## config.mk

```make
export PLATFORM = sky130hd
export DESIGN_NAME = sisq_top
export DESIGN_NICKNAME = d
export VERILOG_FILES = /design/src/pkg/sisq_pkg.sv /design/src/hdl/sisq_top.sv /design/src/hdl/sisq_oneshot.sv
export SDC_FILE = /design/constraint.sdc
export NUM_CORES = 1
export LEC_CHECK = 0
export BUFFER_PORTS_ARGS = -buffer_cell sky130_fd_sc_hd__buf_2
export CAP_MARGIN = 20
export CELL_PAD_IN_SITES_DETAIL_PLACEMENT = 0
export CELL_PAD_IN_SITES_GLOBAL_PLACEMENT = 2
export CORE_MARGIN = 2
export CORE_UTILIZATION = 39
export CTS_BUF_LIST = sky130_fd_sc_hd__clkbuf_16
export DETAILED_ROUTE_END_ITERATION = 8
export PLACE_DENSITY_LB_ADDON = 0.1
export SLEW_MARGIN = 20
export SYNTH_ARGS = -nofsm -noshare
export SYNTH_HDL_FRONTEND = slang
export SYNTH_SLANG_ARGS = --single-unit
```

## constraint.sdc

```tcl
create_clock -name clk -period 6.5 [get_ports clk]
set_input_delay 0.975 -clock clk [delete_from_list [all_inputs] [get_ports clk]]
set_output_delay 0.975 -clock clk [all_outputs]
set_load 0.005 [all_outputs]
```

## src/pkg/sisq_pkg.sv

```systemverilog
// Purpose: Constants for the scope intensify sequencer.
// Assumes: Core clock of 200 MHz; times are kept in nanoseconds.
// Notes:   Cycle counts derive from the times and the clock rate.
package sisq_pkg;
    // Core clock rate in MHz and its period in ns.
    localparam int CLK_MHZ        = 200;
    localparam int CLK_PERIOD_NS  = 5;
    // One-shot times in nanoseconds, as printed.
    localparam int FIXED_SETTLE_NS = 3000;
    localparam int GREEN_FIRST_NS  = 18000;
    localparam int RED_FIRST_NS    = 15000;
    localparam int PULSE_SHORT_NS  = 1000;
    localparam int PULSE_LONG_NS   = 6000;
    localparam int RED_SETUP_NS    = 300000;
    localparam int GREEN_SETUP_NS  = 1600000;
    // Cycle counts; every one rounds to a whole number of cycles.
    localparam int FIXED_SETTLE_CYC = FIXED_SETTLE_NS / CLK_PERIOD_NS;
    localparam int GREEN_FIRST_CYC  = GREEN_FIRST_NS / CLK_PERIOD_NS;
    localparam int RED_FIRST_CYC    = RED_FIRST_NS / CLK_PERIOD_NS;
    localparam int PULSE_SHORT_CYC  = PULSE_SHORT_NS / CLK_PERIOD_NS;
    localparam int PULSE_LONG_CYC   = PULSE_LONG_NS / CLK_PERIOD_NS;
    localparam int RED_SETUP_CYC    = RED_SETUP_NS / CLK_PERIOD_NS;
    localparam int GREEN_SETUP_CYC  = GREEN_SETUP_NS / CLK_PERIOD_NS;
    // Width of every one-shot counter.
    localparam int CNT_W = 20;
    // Coordinate width.
    localparam int COORD_W = 12;
    // Mode field codes.
    localparam logic [1:0] MODE_NORMAL = 2'h0;
    localparam logic [1:0] MODE_HORIZ  = 2'h1;
    localparam logic [1:0] MODE_VERT   = 2'h2;
    localparam logic [1:0] MODE_BOTH   = 2'h3;
    // Sequencer states.
    typedef enum logic [2:0] {
        SISQ_IDLE,
        SISQ_FIRST,
        SISQ_FIXED,
        SISQ_EXT,
        SISQ_PULSE
    } sisq_state_type;
endpackage

```

## src/hdl/sisq_top.sv

```systemverilog
// Purpose: Settle delay, intensify, colour setup, wipe and done sequencer.
// Assumes: Status bits arrive as plain ports from the host side logic.
// Notes:   Returns from the scope are synchronised by three flip-flops.
// Notes on behaviour
// Normal settle: first one-shot, then fixed 3us.
// Fast intensify skips first one-shot.
// Software sets fast mode before intensify write.
// Rising red bit starts 300us setup timer.
// Setup end sets done, save, interrupt.
// Falling red bit starts 1.6ms green timer.
// Colour pulse clears done; ack clears interrupt.
// Green first stage 18us, total 21us.
// Green nonstore intensify pulse is 1us.
// Red first stage is 15us.
// Red intensify pulse lengthens to 6us.
// Channel bit passes straight to scope.
// Store bit lengthens intensify pulse to 6us.
// Wipe request clears when return goes low.
// Wipe return rising sets done and interrupt.
// Done rising with enable sets interrupt latch.
// Start strobe clears done; pulse sets it.
// Wipe request holds done clear until return.
// External settle end sets done again; here it starts the intensify pulse, and the pulse end sets done.
// Coordinate latches load 12 bits, clear on init.
// Mode bits select start strobe source.
// External delay mode waits for scope completion.
// One-shots are synchronous down-counters.
`timescale 1ns/100ps
module sisq_top
    import sisq_pkg::*;
(
    input  wire logic               clk,
    input  wire logic               rst,
    input  wire logic               system_clear_n,
    input  wire logic [COORD_W-1:0] bus_data,
    input  wire logic               load_horiz,
    input  wire logic               load_vert,
    input  wire logic               status_write,
    input  wire logic               intensify_cmd,
    input  wire logic               fast_intensify,
    input  wire logic [1:0]         intensify_mode,
    input  wire logic               ext_delay,
    input  wire logic               int_enable,
    input  wire logic               red_mode,
    input  wire logic               channel_sel,
    input  wire logic               store_mode,
    input  wire logic               wipe_set,
    input  wire logic               wipe_return,
    input  wire logic               beam_settling_active,
    input  wire logic               interrupt_ack,
    output logic [COORD_W-1:0]      horiz_coord,
    output logic [COORD_W-1:0]      vert_coord,
    output logic                    intensify_out,
    output logic                    channel_out,
    output logic                    wipe_request,
    output logic                    done_flag,
    output logic                    save_latch,
    output logic                    interrupt_req,
    output logic                    start_delay_strobe,
    output logic                    colour_change_strobe
);
    // Synchroniser stages for the scope return lines.
    logic wret_s1_reg;
    logic wret_s2_reg;
    logic wret_s3_reg;
    logic busy_s1_reg;
    logic busy_s2_reg;
    logic busy_s3_reg;
    // Registered copies of the colour bit and coordinate latches.
    logic               red_reg;
    logic [COORD_W-1:0] horiz_reg;
    logic [COORD_W-1:0] vert_reg;
    // Flags.
    logic wipe_reg;
    logic done_reg;
    logic save_reg;
    logic int_reg;
    // Sequencer state.
    sisq_state_type state_reg;
    sisq_state_type state_next;

    // Event wires.
    logic             wret_rise;
    logic             wret_fall;
    logic             busy_fall;
    logic             colour_change;
    logic             start_del;
    logic             idle_start;
    logic             setup_busy;
    logic             first_load;
    logic             fixed_load;
    logic             pulse_load;
    logic             first_done;
    logic             fixed_done;
    logic             pulse_busy;
    logic             pulse_done;
    logic             setup_done;
    logic             done_set;
    logic             done_clr;
    logic [CNT_W-1:0] first_count;
    logic [CNT_W-1:0] pulse_count;
    logic [CNT_W-1:0] setup_count;

    // Decode of the start source; the mode field picks the loads.
    function automatic logic start_select(input logic [1:0] mode,
                                          input logic       cmd,
                                          input logic       ldh,
                                          input logic       ldv);
        logic hit;
        hit = 1'b0;
        unique case (mode)
            MODE_NORMAL: hit = 1'b0;
            MODE_HORIZ:  hit = ldh;
            MODE_VERT:   hit = ldv;
            MODE_BOTH:   hit = ldh | ldv;
        endcase
        return hit | cmd;
    endfunction

    // Bit 0 always starts; a load starts only in its own mode or in MODE_BOTH.
    assign start_del = start_select(intensify_mode,
                                    status_write & intensify_cmd,
                                    load_horiz, load_vert);
    assign start_delay_strobe = start_del;

    // Edges on the synchronised return lines, read past the first stage.
    assign wret_fall = wret_s3_reg & !wret_s2_reg;
    assign wret_rise = !wret_s3_reg & wret_s2_reg;
    assign busy_fall = busy_s3_reg & !busy_s2_reg;

    // Any flip of the colour bit restarts the setup delay.
    assign colour_change = red_mode ^ red_reg;
    assign colour_change_strobe = colour_change;

    // Red shortens the first settle stage.
    assign first_count = red_mode ? CNT_W'(RED_FIRST_CYC)
                                  : CNT_W'(GREEN_FIRST_CYC);
    // Red or store lengthens the intensify pulse.
    assign pulse_count = (red_mode | store_mode) ? CNT_W'(PULSE_LONG_CYC)
                       : CNT_W'(PULSE_SHORT_CYC);
    // New colour chooses which setup time runs.
    assign setup_count = red_mode ? CNT_W'(RED_SETUP_CYC)
                                  : CNT_W'(GREEN_SETUP_CYC);

    // Fast mode is sampled at the start, which is why it must be set
    // in an earlier write than the intensify command.
    // A start is taken only when idle and no colour setup is running;
    // without this gate a refused start would still fire the one-shots.
    assign idle_start = (state_reg == SISQ_IDLE) & start_del & !ext_delay
                      & !setup_busy;
    assign first_load = idle_start & !fast_intensify;
    assign fixed_load = (idle_start & fast_intensify) | first_done;
    assign pulse_load = fixed_done | ((state_reg == SISQ_EXT) & busy_fall);

    // First settle stage.
    sisq_oneshot u_first (
        .clk   (clk),
        .rst   (rst),
        .load  (first_load),
        .count (first_count),
        .busy  (),
        .done  (first_done)
    );

    // Fixed 3us settle stage.
    sisq_oneshot u_fixed (
        .clk   (clk),
        .rst   (rst),
        .load  (fixed_load),
        .count (CNT_W'(FIXED_SETTLE_CYC)),
        .busy  (),
        .done  (fixed_done)
    );

    // Intensify pulse generator.
    sisq_oneshot u_pulse (
        .clk   (clk),
        .rst   (rst),
        .load  (pulse_load),
        .count (pulse_count),
        .busy  (pulse_busy),
        .done  (pulse_done)
    );

    // Colour setup timer; while it runs, a start from idle is refused.
    sisq_oneshot u_setup (
        .clk   (clk),
        .rst   (rst),
        .load  (colour_change),
        .count (setup_count),
        .busy  (setup_busy),
        .done  (setup_done)
    );

    // Sequencer next state; requests during colour setup are dropped.
    always_comb begin
        state_next = state_reg;
        unique case (state_reg)
            SISQ_IDLE: begin
                if (start_del && !setup_busy) begin
                    if (ext_delay) begin
                        state_next = SISQ_EXT;
                    end else if (fast_intensify) begin
                        state_next = SISQ_FIXED;
                    end else begin
                        state_next = SISQ_FIRST;
                    end
                end
            end
            SISQ_FIRST: begin
                if (first_done) begin
                    state_next = SISQ_FIXED;
                end
            end
            SISQ_FIXED: begin
                if (fixed_done) begin
                    state_next = SISQ_PULSE;
                end
            end
            SISQ_EXT: begin
                if (busy_fall) begin
                    state_next = SISQ_PULSE;
                end
            end
            SISQ_PULSE: begin
                if (pulse_done) begin
                    state_next = SISQ_IDLE;
                end
            end
        endcase
    end

    // Done is set at each pulse, setup or wipe end; a start, colour flip or wipe clears it unless a set collides.
    assign done_set = pulse_done | setup_done | wret_rise;
    assign done_clr = start_del | colour_change | wipe_reg;

    // Synchronisers and flags.
    always_ff @(posedge clk) begin
        if (rst) begin
            wret_s1_reg <= 1'b1;
            wret_s2_reg <= 1'b1;
            wret_s3_reg <= 1'b1;
            busy_s1_reg <= 1'b0;
            busy_s2_reg <= 1'b0;
            busy_s3_reg <= 1'b0;
            state_reg   <= SISQ_IDLE;
            red_reg     <= 1'b0;
            wipe_reg    <= 1'b0;
            done_reg    <= 1'b1;
            save_reg    <= 1'b0;
            int_reg     <= 1'b0;
        end else begin
            wret_s1_reg <= wipe_return;
            wret_s2_reg <= wret_s1_reg;
            wret_s3_reg <= wret_s2_reg;
            busy_s1_reg <= beam_settling_active;
            busy_s2_reg <= busy_s1_reg;
            busy_s3_reg <= busy_s2_reg;
            state_reg   <= state_next;
            red_reg     <= red_mode;
            // Return low ends the request; a new request wins the tie.
            if (wipe_set) begin
                wipe_reg <= 1'b1;
            end else if (wret_fall) begin
                wipe_reg <= 1'b0;
            end
            // Set wins over clear so a completion is never lost.
            if (done_set) begin
                done_reg <= 1'b1;
            end else if (done_clr) begin
                done_reg <= 1'b0;
            end
            if (done_set) begin
                save_reg <= 1'b1;
            end
            // Latch interrupt on a rising done; ack clears it.
            if (done_set && !done_reg && int_enable) begin
                int_reg <= 1'b1;
            end else if (interrupt_ack) begin
                int_reg <= 1'b0;
            end
        end
    end

    // Coordinate latches; init clears them.
    always_ff @(posedge clk) begin
        if (rst || !system_clear_n) begin
            horiz_reg <= '0;
            vert_reg  <= '0;
        end else begin
            if (load_horiz) begin
                horiz_reg <= bus_data;
            end
            if (load_vert) begin
                vert_reg <= bus_data;
            end
        end
    end

    assign horiz_coord   = horiz_reg;
    assign vert_coord    = vert_reg;
    assign intensify_out = pulse_busy;
    assign channel_out   = channel_sel;
    assign wipe_request  = wipe_reg;
    assign done_flag     = done_reg;
    assign save_latch    = save_reg;
    assign interrupt_req = int_reg;

    // Any fixed stage end, fast or normal, moves to the pulse state with intensify on.
    AST_FAST_SETTLE: assert property (@(posedge clk) disable iff (rst)
        (state_reg == SISQ_FIXED) && $rose(fixed_done)
        |=> state_reg == SISQ_PULSE && intensify_out)
        else $error("Fixed stage end did not start intensify.");
    // Start strobe clears done on the next edge unless a set collides.
    AST_START_CLEARS: assert property (@(posedge clk) disable iff (rst)
        start_del && !done_set |=> !done_flag)
        else $error("Start strobe did not clear done.");
    // Pulse end sets done.
    AST_PULSE_SETS: assert property (@(posedge clk) disable iff (rst)
        pulse_done |=> done_flag && save_latch)
        else $error("Pulse end did not set done.");
    // Interrupt holds until acknowledged.
    AST_INT_HOLD: assert property (@(posedge clk) disable iff (rst)
        interrupt_req && !interrupt_ack |=> interrupt_req)
        else $error("Interrupt dropped without ack.");
    // Interrupt rises only with enable.
    AST_INT_CAUSE: assert property (@(posedge clk) disable iff (rst)
        $rose(interrupt_req) |-> $past(int_enable) && done_flag)
        else $error("Interrupt without enabled done rise.");
    // Channel follows its bit.
    AST_CHANNEL: assert property (@(posedge clk) disable iff (rst)
        channel_out == channel_sel)
        else $error("Channel output differs from bit.");
    // Wipe request holds done low.
    AST_WIPE_DONE: assert property (@(posedge clk) disable iff (rst)
        wipe_request && !done_set |=> !done_flag)
        else $error("Done set during wipe.");
    // Horizontal load takes the bus word.
    AST_HLOAD: assert property (@(posedge clk) disable iff (rst)
        load_horiz && system_clear_n |=> horiz_coord == $past(bus_data))
        else $error("Horizontal latch missed load.");
    // While a colour setup runs, an idle sequencer stays idle and dark.
    AST_SETUP_BLOCKS: assert property (@(posedge clk) disable iff (rst)
        setup_busy && state_reg == SISQ_IDLE
        |=> state_reg == SISQ_IDLE && !intensify_out)
        else $error("Intensify started during colour setup.");
endmodule

```

## src/hdl/sisq_oneshot.sv

```systemverilog
// Purpose: Retriggerable synchronous down-counter one-shot.
// Assumes: Load and count share one clock.
// Notes:   Done pulses for one cycle when the count reaches its end.
`timescale 1ns/100ps
module sisq_oneshot
    import sisq_pkg::*;
(
    input  wire logic             clk,
    input  wire logic             rst,
    input  wire logic             load,
    input  wire logic [CNT_W-1:0] count,
    output logic                  busy,
    output logic                  done
);
    // Remaining cycles; zero means idle.
    logic [CNT_W-1:0] cnt_reg;
    logic             done_reg;
    logic [CNT_W-1:0] cnt_next;

    // A load restarts the interval, as a retriggered one-shot would.
    assign cnt_next = load ? count :
                      (cnt_reg != '0) ? cnt_reg - 1'b1 : cnt_reg;

    // Counter and end-of-interval pulse.
    always_ff @(posedge clk) begin
        if (rst) begin
            cnt_reg  <= '0;
            done_reg <= 1'b0;
        end else begin
            cnt_reg  <= cnt_next;
            done_reg <= !load && (cnt_reg == CNT_W'(1));
        end
    end

    assign busy = (cnt_reg != '0);
    assign done = done_reg;
endmodule

```

### Word-level counts from Yosys, hierarchy flattened

Cells that the tools add are included.

| storage, ports and cells | value |
|---|---|
| bits in registers | 122 |
| latch bits | 0 |
| memory bits (writable) | 0 |
| ROM bits | 0 |
| bits of input ports | 31 |
| output and inout bits | 32 |
| logic and storage cells | 122 |
| memories kept | 0 |

| operators by class | value |
|---|---|
| add/sub/neg operators | 4 |
| multiply operators | 0 |
| divide/modulo/power cells | 0 |
| magnitude comparators | 0 |
| equal/unequal tests | 16 |
| shift operators | 0 |
| mux-type cells | 24 |
| bitwise gates (word level) | 20 |
| reduce and logical (&&, ||, !) cells | 35 |

Operators by type and width:

| operator | number |
|---|---|
| $mux 20 | 6 |
| $eq 20x1->1 const B | 4 |
| $reduce_bool 20->1 | 4 |
| $sub 20x1->20 const B | 4 |
| $mux 11 | 2 |
| $mux 10 | 2 |
| $mux 19 | 1 |
| $mux 3 | 5 |
| $pmux 3 s5 | 1 |
| $logic_not 1->1 | 12 |
| $reduce_bool 2->1 | 6 |
| $and 1x1->1 | 10 |
| $or 1x1->1 | 9 |
| $ne 2x1->1 const B | 4 |
| $logic_and 1x1->1 | 7 |
| $eq 3x2->1 const B | 2 |
| $reduce_and 5->1 | 1 |
| $eq 2x2->1 const B | 2 |
| $mux 1 | 4 |
| $mux 2 | 2 |
| $pmux 1 s4 | 1 |
| $reduce_or 2->1 | 2 |
| $eq 3x1->1 const B | 1 |
| $eq 3x3->1 const B | 1 |
| 6 further kinds | 6 |

### Depth between registers and ports, before layout

Gate-level depths: netlist of the first run.

| depth | value |
|---|---|
| depth after elaboration | 10 |
| mapped depth | 8 |
| mapped depth without buffers | 7 |

### By module

From an unflattened synthesis of the first run, not the netlist that was laid out.

| unflattened totals | value |
|---|---|
| cell total of the unflattened synthesis | 730 |
| area, all modules | 6414.9 um^2 |

Modules (own cells, without submodules):

| module | instances | cells an instance | area each (um^2) | seq. area each (um^2) |
|---|---|---|---|---|
| sisq_oneshot at u_first ... | 3 | 143 | 1218.7 | 420.4 |
| sisq_top | 1 | 157 | 1586.5 | 760.7 |
| sisq_oneshot at u_setup | 1 | 144 | 1172.4 | 420.4 |

### Least setup slack after synthesis of the first run

Ideal clock, no wire load.

| path | value |
|---|---|
| path kind | reg2out |
| start | register u_pulse.cnt_reg[4] |
| end | output intensify_out |
| data arrival time | 1.813 ns |
| data required time | 5.525 ns |
| slack | 3.712 ns |
| cell stages (with the launch flop) | 7 |
| buffers on the path | 2 |
| cell sequence | dfxtp_1 or4_1 buf_2 or4_4 buf_6 nor2_4 inv_2 |

| on the way | value |
|---|---|
| word-level cells in the longest chain between the ends | 1 |

RTL lines:

| element | RTL line | text |
|---|---|---|
| start: declaration | sisq_oneshot.sv:16 | `logic [CNT_W-1:0] cnt_reg;` |
| start signal: assignment | sisq_oneshot.sv:30 | `cnt_reg <= cnt_next;` |
| $reduce_bool 20->1 | sisq_oneshot.sv:35 | `assign busy = (cnt_reg != '0);` |
| end: declaration | sisq_top.sv:53 | `output logic intensify_out,` |

Every way passes these cells.

### Final worst setup path of the first run

Same ends and word-level chain as after synthesis.

==> results of run 1 <==
cell usage in the layout, fill, tap and decap left out, types with 8 or more instances in the layout:
| master | netlist | routed |
|---|---|---|
| clkbuf_16 | 0 | 17 |
| nor2b_1 | 12 | 12 |
| or3_1 | 17 | 17 |
| buf_2 | 4 | 60 |
| inv_1 | 21 | 25 |
| o31ai_1 | 9 | 9 |
| mux2i_1 | 25 | 25 |
| a31oi_1 | 11 | 11 |
| o21ai_0 | 13 | 13 |
| nor4_1 | 15 | 14 |
| nor2_1 | 100 | 100 |
| dfxtp_1 | 122 | 122 |
| or4_1 | 14 | 14 |
| nand4_1 | 10 | 10 |
| o211ai_1 | 12 | 12 |
| nand3_1 | 20 | 20 |
| nor3_1 | 20 | 20 |
| xnor2_1 | 13 | 13 |
| or2_2 | 8 | 8 |
| xor2_1 | 38 | 38 |
| a21oi_1 | 29 | 29 |
| nand2_1 | 21 | 21 |
| ha_1 | 11 | 11 |
routing by layer:
metal  track usage, %  part of all wire [%]  up-vias
met5                0                     0        -
met4             7.06                   1.7        0
met3             4.32                   4.0       15
met2             28.3                    45       85
met1             23.1                    49     2239
li1                 -                     -     2429
stage by stage:
| step | total power [mW] | std cells | instance area, um2 | setup slack (ns) | hold WS, ns |
|---|---|---|---|---|---|
| floorplan | 2.16 | 643 | 5730 | 3.71 | 0.389 |
| global placement | 2.42 | 861 | 6140 | 3.14 | 0.394 |
| detailed placement | 2.43 | 861 | 6140 | 3.06 | 0.405 |
| CTS | 3.44 | 893 | 6750 | 3.00 | 0.419 |
| global route | 3.67 | 893 | 6760 | 2.90 | 0.430 |
| finish | 3.41 | 893 | 6760 | 3.05 | 0.418 |
power groups by stage:
stage                     Sequential [mW]  Clock [mW]  Combinational (mW)
after floorplan                      1.06           0                1.10
after global placement               1.10           0                1.32
after detailed placement             1.11           0                1.32
after CTS                            1.09        1.02                1.33
after global routing                 1.12        1.05                1.50
final                                1.09       0.991                1.32
final timing paths:
kind                 startpoint       endpoint  slack (ns)  depth (start not counted)
max reg2reg  u_setup.cnt_reg[0]   u_first.done        3.71                          7
min                 wret_s1_reg    wret_s2_reg        0.42                          1
min reg2reg         wret_s1_reg    wret_s2_reg        0.42                          1
max          u_pulse.cnt_reg[4]  intensify_out        3.05                          5
worst max-delay path, stage by stage, from the launching register on:
cell     delay, ns
dfxtp_1       0.34
or4_1         0.68
or4_4         0.60
nor2_4        0.19
inv_2         0.10
buf_2         0.14
cell type report:
cell class	instances	area share, %
multi-input cells	471	45.5
flip-flops and latches	122	36.1
clock buffers	17	6.30
repair buffers	61	4.55
well taps	184	3.41
clock inverters	15	2.81
inverters	23	1.28
cells by family after synthesis:
kind of cell             Yosys count  share of synthesized area (%)
AND/OR/NAND/NOR                  273                           25.9
XOR/XNOR                          51                           7.80
AO/OA/AOI/OAI                    110                           13.0
flip-flops                       122                           42.6
buffers and inverters             50                           3.76
adder cells (fa/ha/maj)           11                           2.40
multiplexers                      26                           4.57
==> out/metrics.csv, run 1 <==
stage,metric,value,unit
detailed_routing,First-pass DRT Iterations,5,
synth,Main synth FF type,dfxtp_1,
clock_network,total CTS buffers,17,
final_layout,diodes inserted,0,
place,DPL Wire Length,9.52,mm
detailed_routing,Routed WL per cell,14.8,um
detailed_routing,"antenna viol nets, final",0,
setup_path,Crit. End Element,output pin,
clock_network,TritonCTS clock tree,yes,
synth,"Seq/Total Area, Yosys",42.6,%
final_layout,FF/Latch Area,2440,um2
floorplanning,# rows,44,
floorplanning,die area,15700,um2
clock_network,CTS resizes,0,
synth,cell taking the most area after synthesis,dfxtp_1,
synth,Post-synth EDFFs,0,
final_layout,Layout area overhead,18.0,%
clock_network,"CTS clk-pin slew, worst paths",0.05,ns
pwr,Pwr Density,504,nW/um2
pwr,Switching Fraction,38.2,%
synth,Synth Warn #,0,
synth,synth cell count leaders,"dfxtp_1, nor2_1, xor2_1, a21oi_1, mux2i_1",
worst_hold_path,Hold Crit Class,reg -> reg,
final_layout,Layout Nets,738,
global_routing,initial antenna violation count,0,
global_routing,first-pass GRT wire length,23.0,mm
global_routing,gr usage total,17.7,%
detailed_routing,WL final,13.2,mm
floorplanning,Chip Height,125,um
synth,#FFs+latches synth,122,
detailed_routing,# DRC,0,
timing,crit path time final,3.45,ns
final_layout,FILL cells,1440,
floorplanning,core footprint,14400,um2
setup_path,Crit Path Category,reg -> out,
final_layout,combined area of the multi-input logic cells,3080,um2
timing,Final period util,53.1,%
setup_path,crit-path max FO,7,
final_layout,Layout Utilization,46.9,%
timing,final setup TNS,0,ns
global_routing,maximum number of pins on one net before global-route repair,43,
synth,syn avg cell area,8.91,um2
pwr,internal power,2.11,mW
clock_network,Worst-Skew Late Latency,0.42,ns
detailed_routing,routed vias/inst,5.34,
final_layout,share of post-route cells with drive strength above 1,16.1,%
timing,final hold vios,0,
status,status,completed,
timing,pins over their slew limit,0,
clock_network,Sink Count,122,
detailed_routing,Starting DRT DRC Count,182,
synth,Synth Net Count,685,
clock_network,post-CTS setup repair buffer count,0,
synth,top cell type's share of synthesized area,42.6,%
place,gpl congestion,0.761,
setup_path,"Req. time, crit path",5.52,ns
place,port bufs,60,
global_routing,gr ovfl total,0,
pwr,Max IR drop VDD,224,uV
floorplanning,Ports,63,
pwr,net switching power,1.30,mW
synth,Synth area leaders,"dfxtp_1, nor2_1, xor2_1",
pwr,share of power burned in registers,32.1,%
timing,unrepaired setup endpoints after global routing,false,
timing,Worst Skew,0.00771,ns
clock_network,Max clock buf depth,2,
clock_network,H-tree levels,4,
global_routing,vias in the first global route,4740,
synth,share of flip-flops with an asynchronous set or reset,0,%
setup_path,crit path DAT,2.48,ns
synth,Post-Syn Area,5730,um2
synth,synthesized instance count,643,
timing,Final setup viols,0,
pwr,Comb pwr share,38.8,%
clock_network,CTS Hold Bufs,0,
floorplanning,starting density of the core,39.7,%
pwr,Clk network pwr share,29.1,%
detailed_routing,vias,4768,
synth,number of distinct library cells after synthesis,63,
timing,Max Freq,0.290,GHz
clock_network,CTS root buf,clkbuf_16,
pwr,leakage,2.76,nW
synth,most common cell in the netlist,dfxtp_1,
floorplanning,Horiz. Die Dim,125,um
setup_path,Setup crit start kind,register,
flow_run,Max Cap Viol,0,
timing,Slew headroom,36.7,%
timing,worst-margin pin slew,0.941,ns
Note: power is estimated with default switching activity, not from simulation.
==> run 2: changes to the inputs <==
--- a/config.mk
+++ b/config.mk
@@ -10,7 +10,7 @@
 export CELL_PAD_IN_SITES_DETAIL_PLACEMENT = 0
 export CELL_PAD_IN_SITES_GLOBAL_PLACEMENT = 2
 export CORE_MARGIN = 2
-export CORE_UTILIZATION = 39
+export CORE_UTILIZATION = 36
 export CTS_BUF_LIST = sky130_fd_sc_hd__clkbuf_16
 export DETAILED_ROUTE_END_ITERATION = 8
 export PLACE_DENSITY_LB_ADDON = 0.1
==> constraint.sdc (replaced) <==
create_clock -name clk -period 3.21 [get_ports clk]
set_input_delay 0.4815 -clock clk [delete_from_list [all_inputs] [get_ports clk]]
set_output_delay 0.4815 -clock clk [all_outputs]
set_load 0.005 [all_outputs]
==> run 2 against run 1 <==
Net effect: register-to-register slack got worse by 3.0 ns; sequential power is 100% higher; hold slack got worse by 0.13 ns; first-iteration DRC count is 25% higher; critical path type unchanged; worst setup slack got worse by 2.8 ns.
==> out/metrics.csv, run 2 (synthesized netlist as in run 1, its figures left out) <==
stage,metric,value,unit,change
setup_path,Top Family by Delay on Critical Path,simple AND/OR/NAND/NOR gates,,
clock_network,total CTS buffers,17,,unchanged
worst_hold_path,Hold Path Depth,2,,+1
floorplanning,Chip Height,130,um,+4.0%
timing,Final setup viols,0,,unchanged
floorplanning,starting density of the core,36.4,%,-3.3 points
setup_path,crit path DAT,2.46,ns,-0.02 ns
floorplanning,Horiz. Die Dim,130,um,+4.0%
floorplanning,die area,16900,um2,+8.1%
timing,pins over their slew limit,0,,unchanged
setup_path,crit path buf inv count,2,,unchanged
timing,worst-margin pin slew,0.751,ns,-0.190 ns
global_routing,initial antenna violation count,0,,unchanged
timing,unrepaired setup endpoints after global routing,false,,
floorplanning,core footprint,15700,um2,+8.9%
clock_network,CTS Hold Bufs,0,,unchanged
global_routing,gr usage total,16.2,%,-1.5 points
floorplanning,# rows,46,,+4.5%
final_layout,FILL cells,1583,,+9.9%
setup_path,"Req. time, crit path",2.73,ns,-2.79 ns
global_routing,first-pass GRT wire length,21.7,mm,-5.4%
global_routing,gr ovfl total,0,,unchanged
final_layout,"most common cell after layout, fill and taps aside",dfxtp_1,,
final_layout,Layout Nets,747,,+1.2%
setup_path,Setup crit start kind,register,,
setup_path,Crit. End Element,output pin,,
timing,final setup TNS,0,ns,unchanged
detailed_routing,First-pass DRT Iterations,4,,-1
final_layout,Layout area overhead,18.1,%,about the same
detailed_routing,# DRC,0,,unchanged
status,status,completed,,
detailed_routing,"antenna viol nets, final",0,,unchanged
timing,Worst Skew,0.00703,ns,-0.000682 ns
setup_path,R2R depth,5,,-2
final_layout,fin area,6760,um2,about the same
setup_path,Crit-path slowest cell,or4_1,,
setup_path,crit-path max FO,7,,unchanged
clock_network,H-tree levels,4,,unchanged
final_layout,diodes inserted,0,,unchanged
clock_network,CTS resizes,0,,unchanged
setup_path,Worst path depth,5,,unchanged
detailed_routing,WL final,13.2,mm,-0.25%
pwr,leakage,2.76,nW,about the same
clock_network,post-CTS setup repair buffer count,0,,unchanged
global_routing,maximum number of pins on one net before global-route repair,42,,-2.3%
worst_hold_path,Hold Crit Class,in -> reg,,
floorplanning,Ports,63,,unchanged
detailed_routing,Starting DRT DRC Count,228,,+25%
timing,final hold vios,0,,unchanged
final_layout,most frequent cells in the layout,"dfxtp_1, nor2_1, buf_2, xor2_1, a21oi_1",,
place,DPL Wire Length,9.39,mm,-1.3%
pwr,Max IR drop VDD,426,uV,+90%
place,placed cell areas,6240,um2,+1.8%
global_routing,vias in the first global route,4442,,-6.3%
timing,Final period util,91.6,%,
timing,crit path time final,2.94,ns,
setup_path,Crit Path Category,reg -> out,,
detailed_routing,routed vias/inst,5.02,,-6.1%
setup_path,Critical Path Max Stage Delay,0.68,ns,about the same
timing,Max Freq,0.340,GHz,
clock_network,Max clock buf depth,2,,unchanged
place,port bufs,60,,unchanged
flow_run,Max Cap Viol,0,,unchanged
pwr,Pwr Density,982,nW/um2,+95%
detailed_routing,vias,4680,,-1.8%
clock_network,Sink Count,122,,unchanged
detailed_routing,Routed WL per cell,14.1,um,-4.5%
final_layout,Layout Utilization,43.0,%,-3.8 points
setup_path,cells along the critical path,or4_1 -> or4_4 -> nor2_4 -> inv_2 -> buf_2,,
clock_network,"CTS clk-pin slew, worst paths",0.06,ns,about the same
timing,final hold slack,0.288,ns,-0.130 ns
final_layout,share of post-route cells with drive strength above 1,17.4,%,+1.4 points
timing,Slew headroom,49.8,%,+13 points
place,gpl congestion,0.786,,+3.2%
clock_network,TritonCTS clock tree,yes,,
clock_network,Worst-Skew Late Latency,0.41,ns,about the same
clock_network,CTS root buf,clkbuf_16,,
## run 2: cell type report
cell class | instances | area (um2) | area share, %
inverters | 23 | 86.3 | 1.28
clock inverters | 14 | 92.6 | 1.37
clock buffers | 17 | 425 | 6.29
flip-flops and latches | 122 | 2440 | 36.1
repair buffers | 70 | 375 | 5.55
multi-input cells | 471 | 3070 | 45.4
well taps | 216 | 270 | 4.00
## run 2: worst paths after layout
kind | startpoint | endpoint | slack, ns
worst max-delay path | u_pulse.cnt_reg[4] | intensify_out | 0.27
worst min-delay path | wipe_return | wret_s1_reg | 0.29
worst max register to register | u_setup.cnt_reg[9] | u_setup.cnt_reg[6] | 0.76
worst min register to register | wret_s1_reg | wret_s2_reg | 0.41
## run 2: report_power, final
group | total, mW | switching (mW) | internal [mW]
Clock | 1.69 | 0.657 | 1.03
Sequential | 2.20 | 0.332 | 1.87
Combinational | 2.75 | 1.64 | 1.11
## run 2: through the flow
stage,cells,power [mW],setup slack (ns)
finish,933,6.64,0.271
global route,933,7.21,0.157
CTS,933,6.71,0.250
detailed placement,902,4.97,0.553
global placement,902,4.97,0.636
floorplan,643,4.37,0.915
## run 2: per-layer routing
metal	vias up	wire length, um	share of wire [%]	global-route usage [%]
met1	2119	6560	50	21.2
met4	0	206	1.6	6.39
met2	96	5780	44	26.1
li1	2448	-	-	-
met3	17	635	4.8	3.61
met5	-	0	0	0
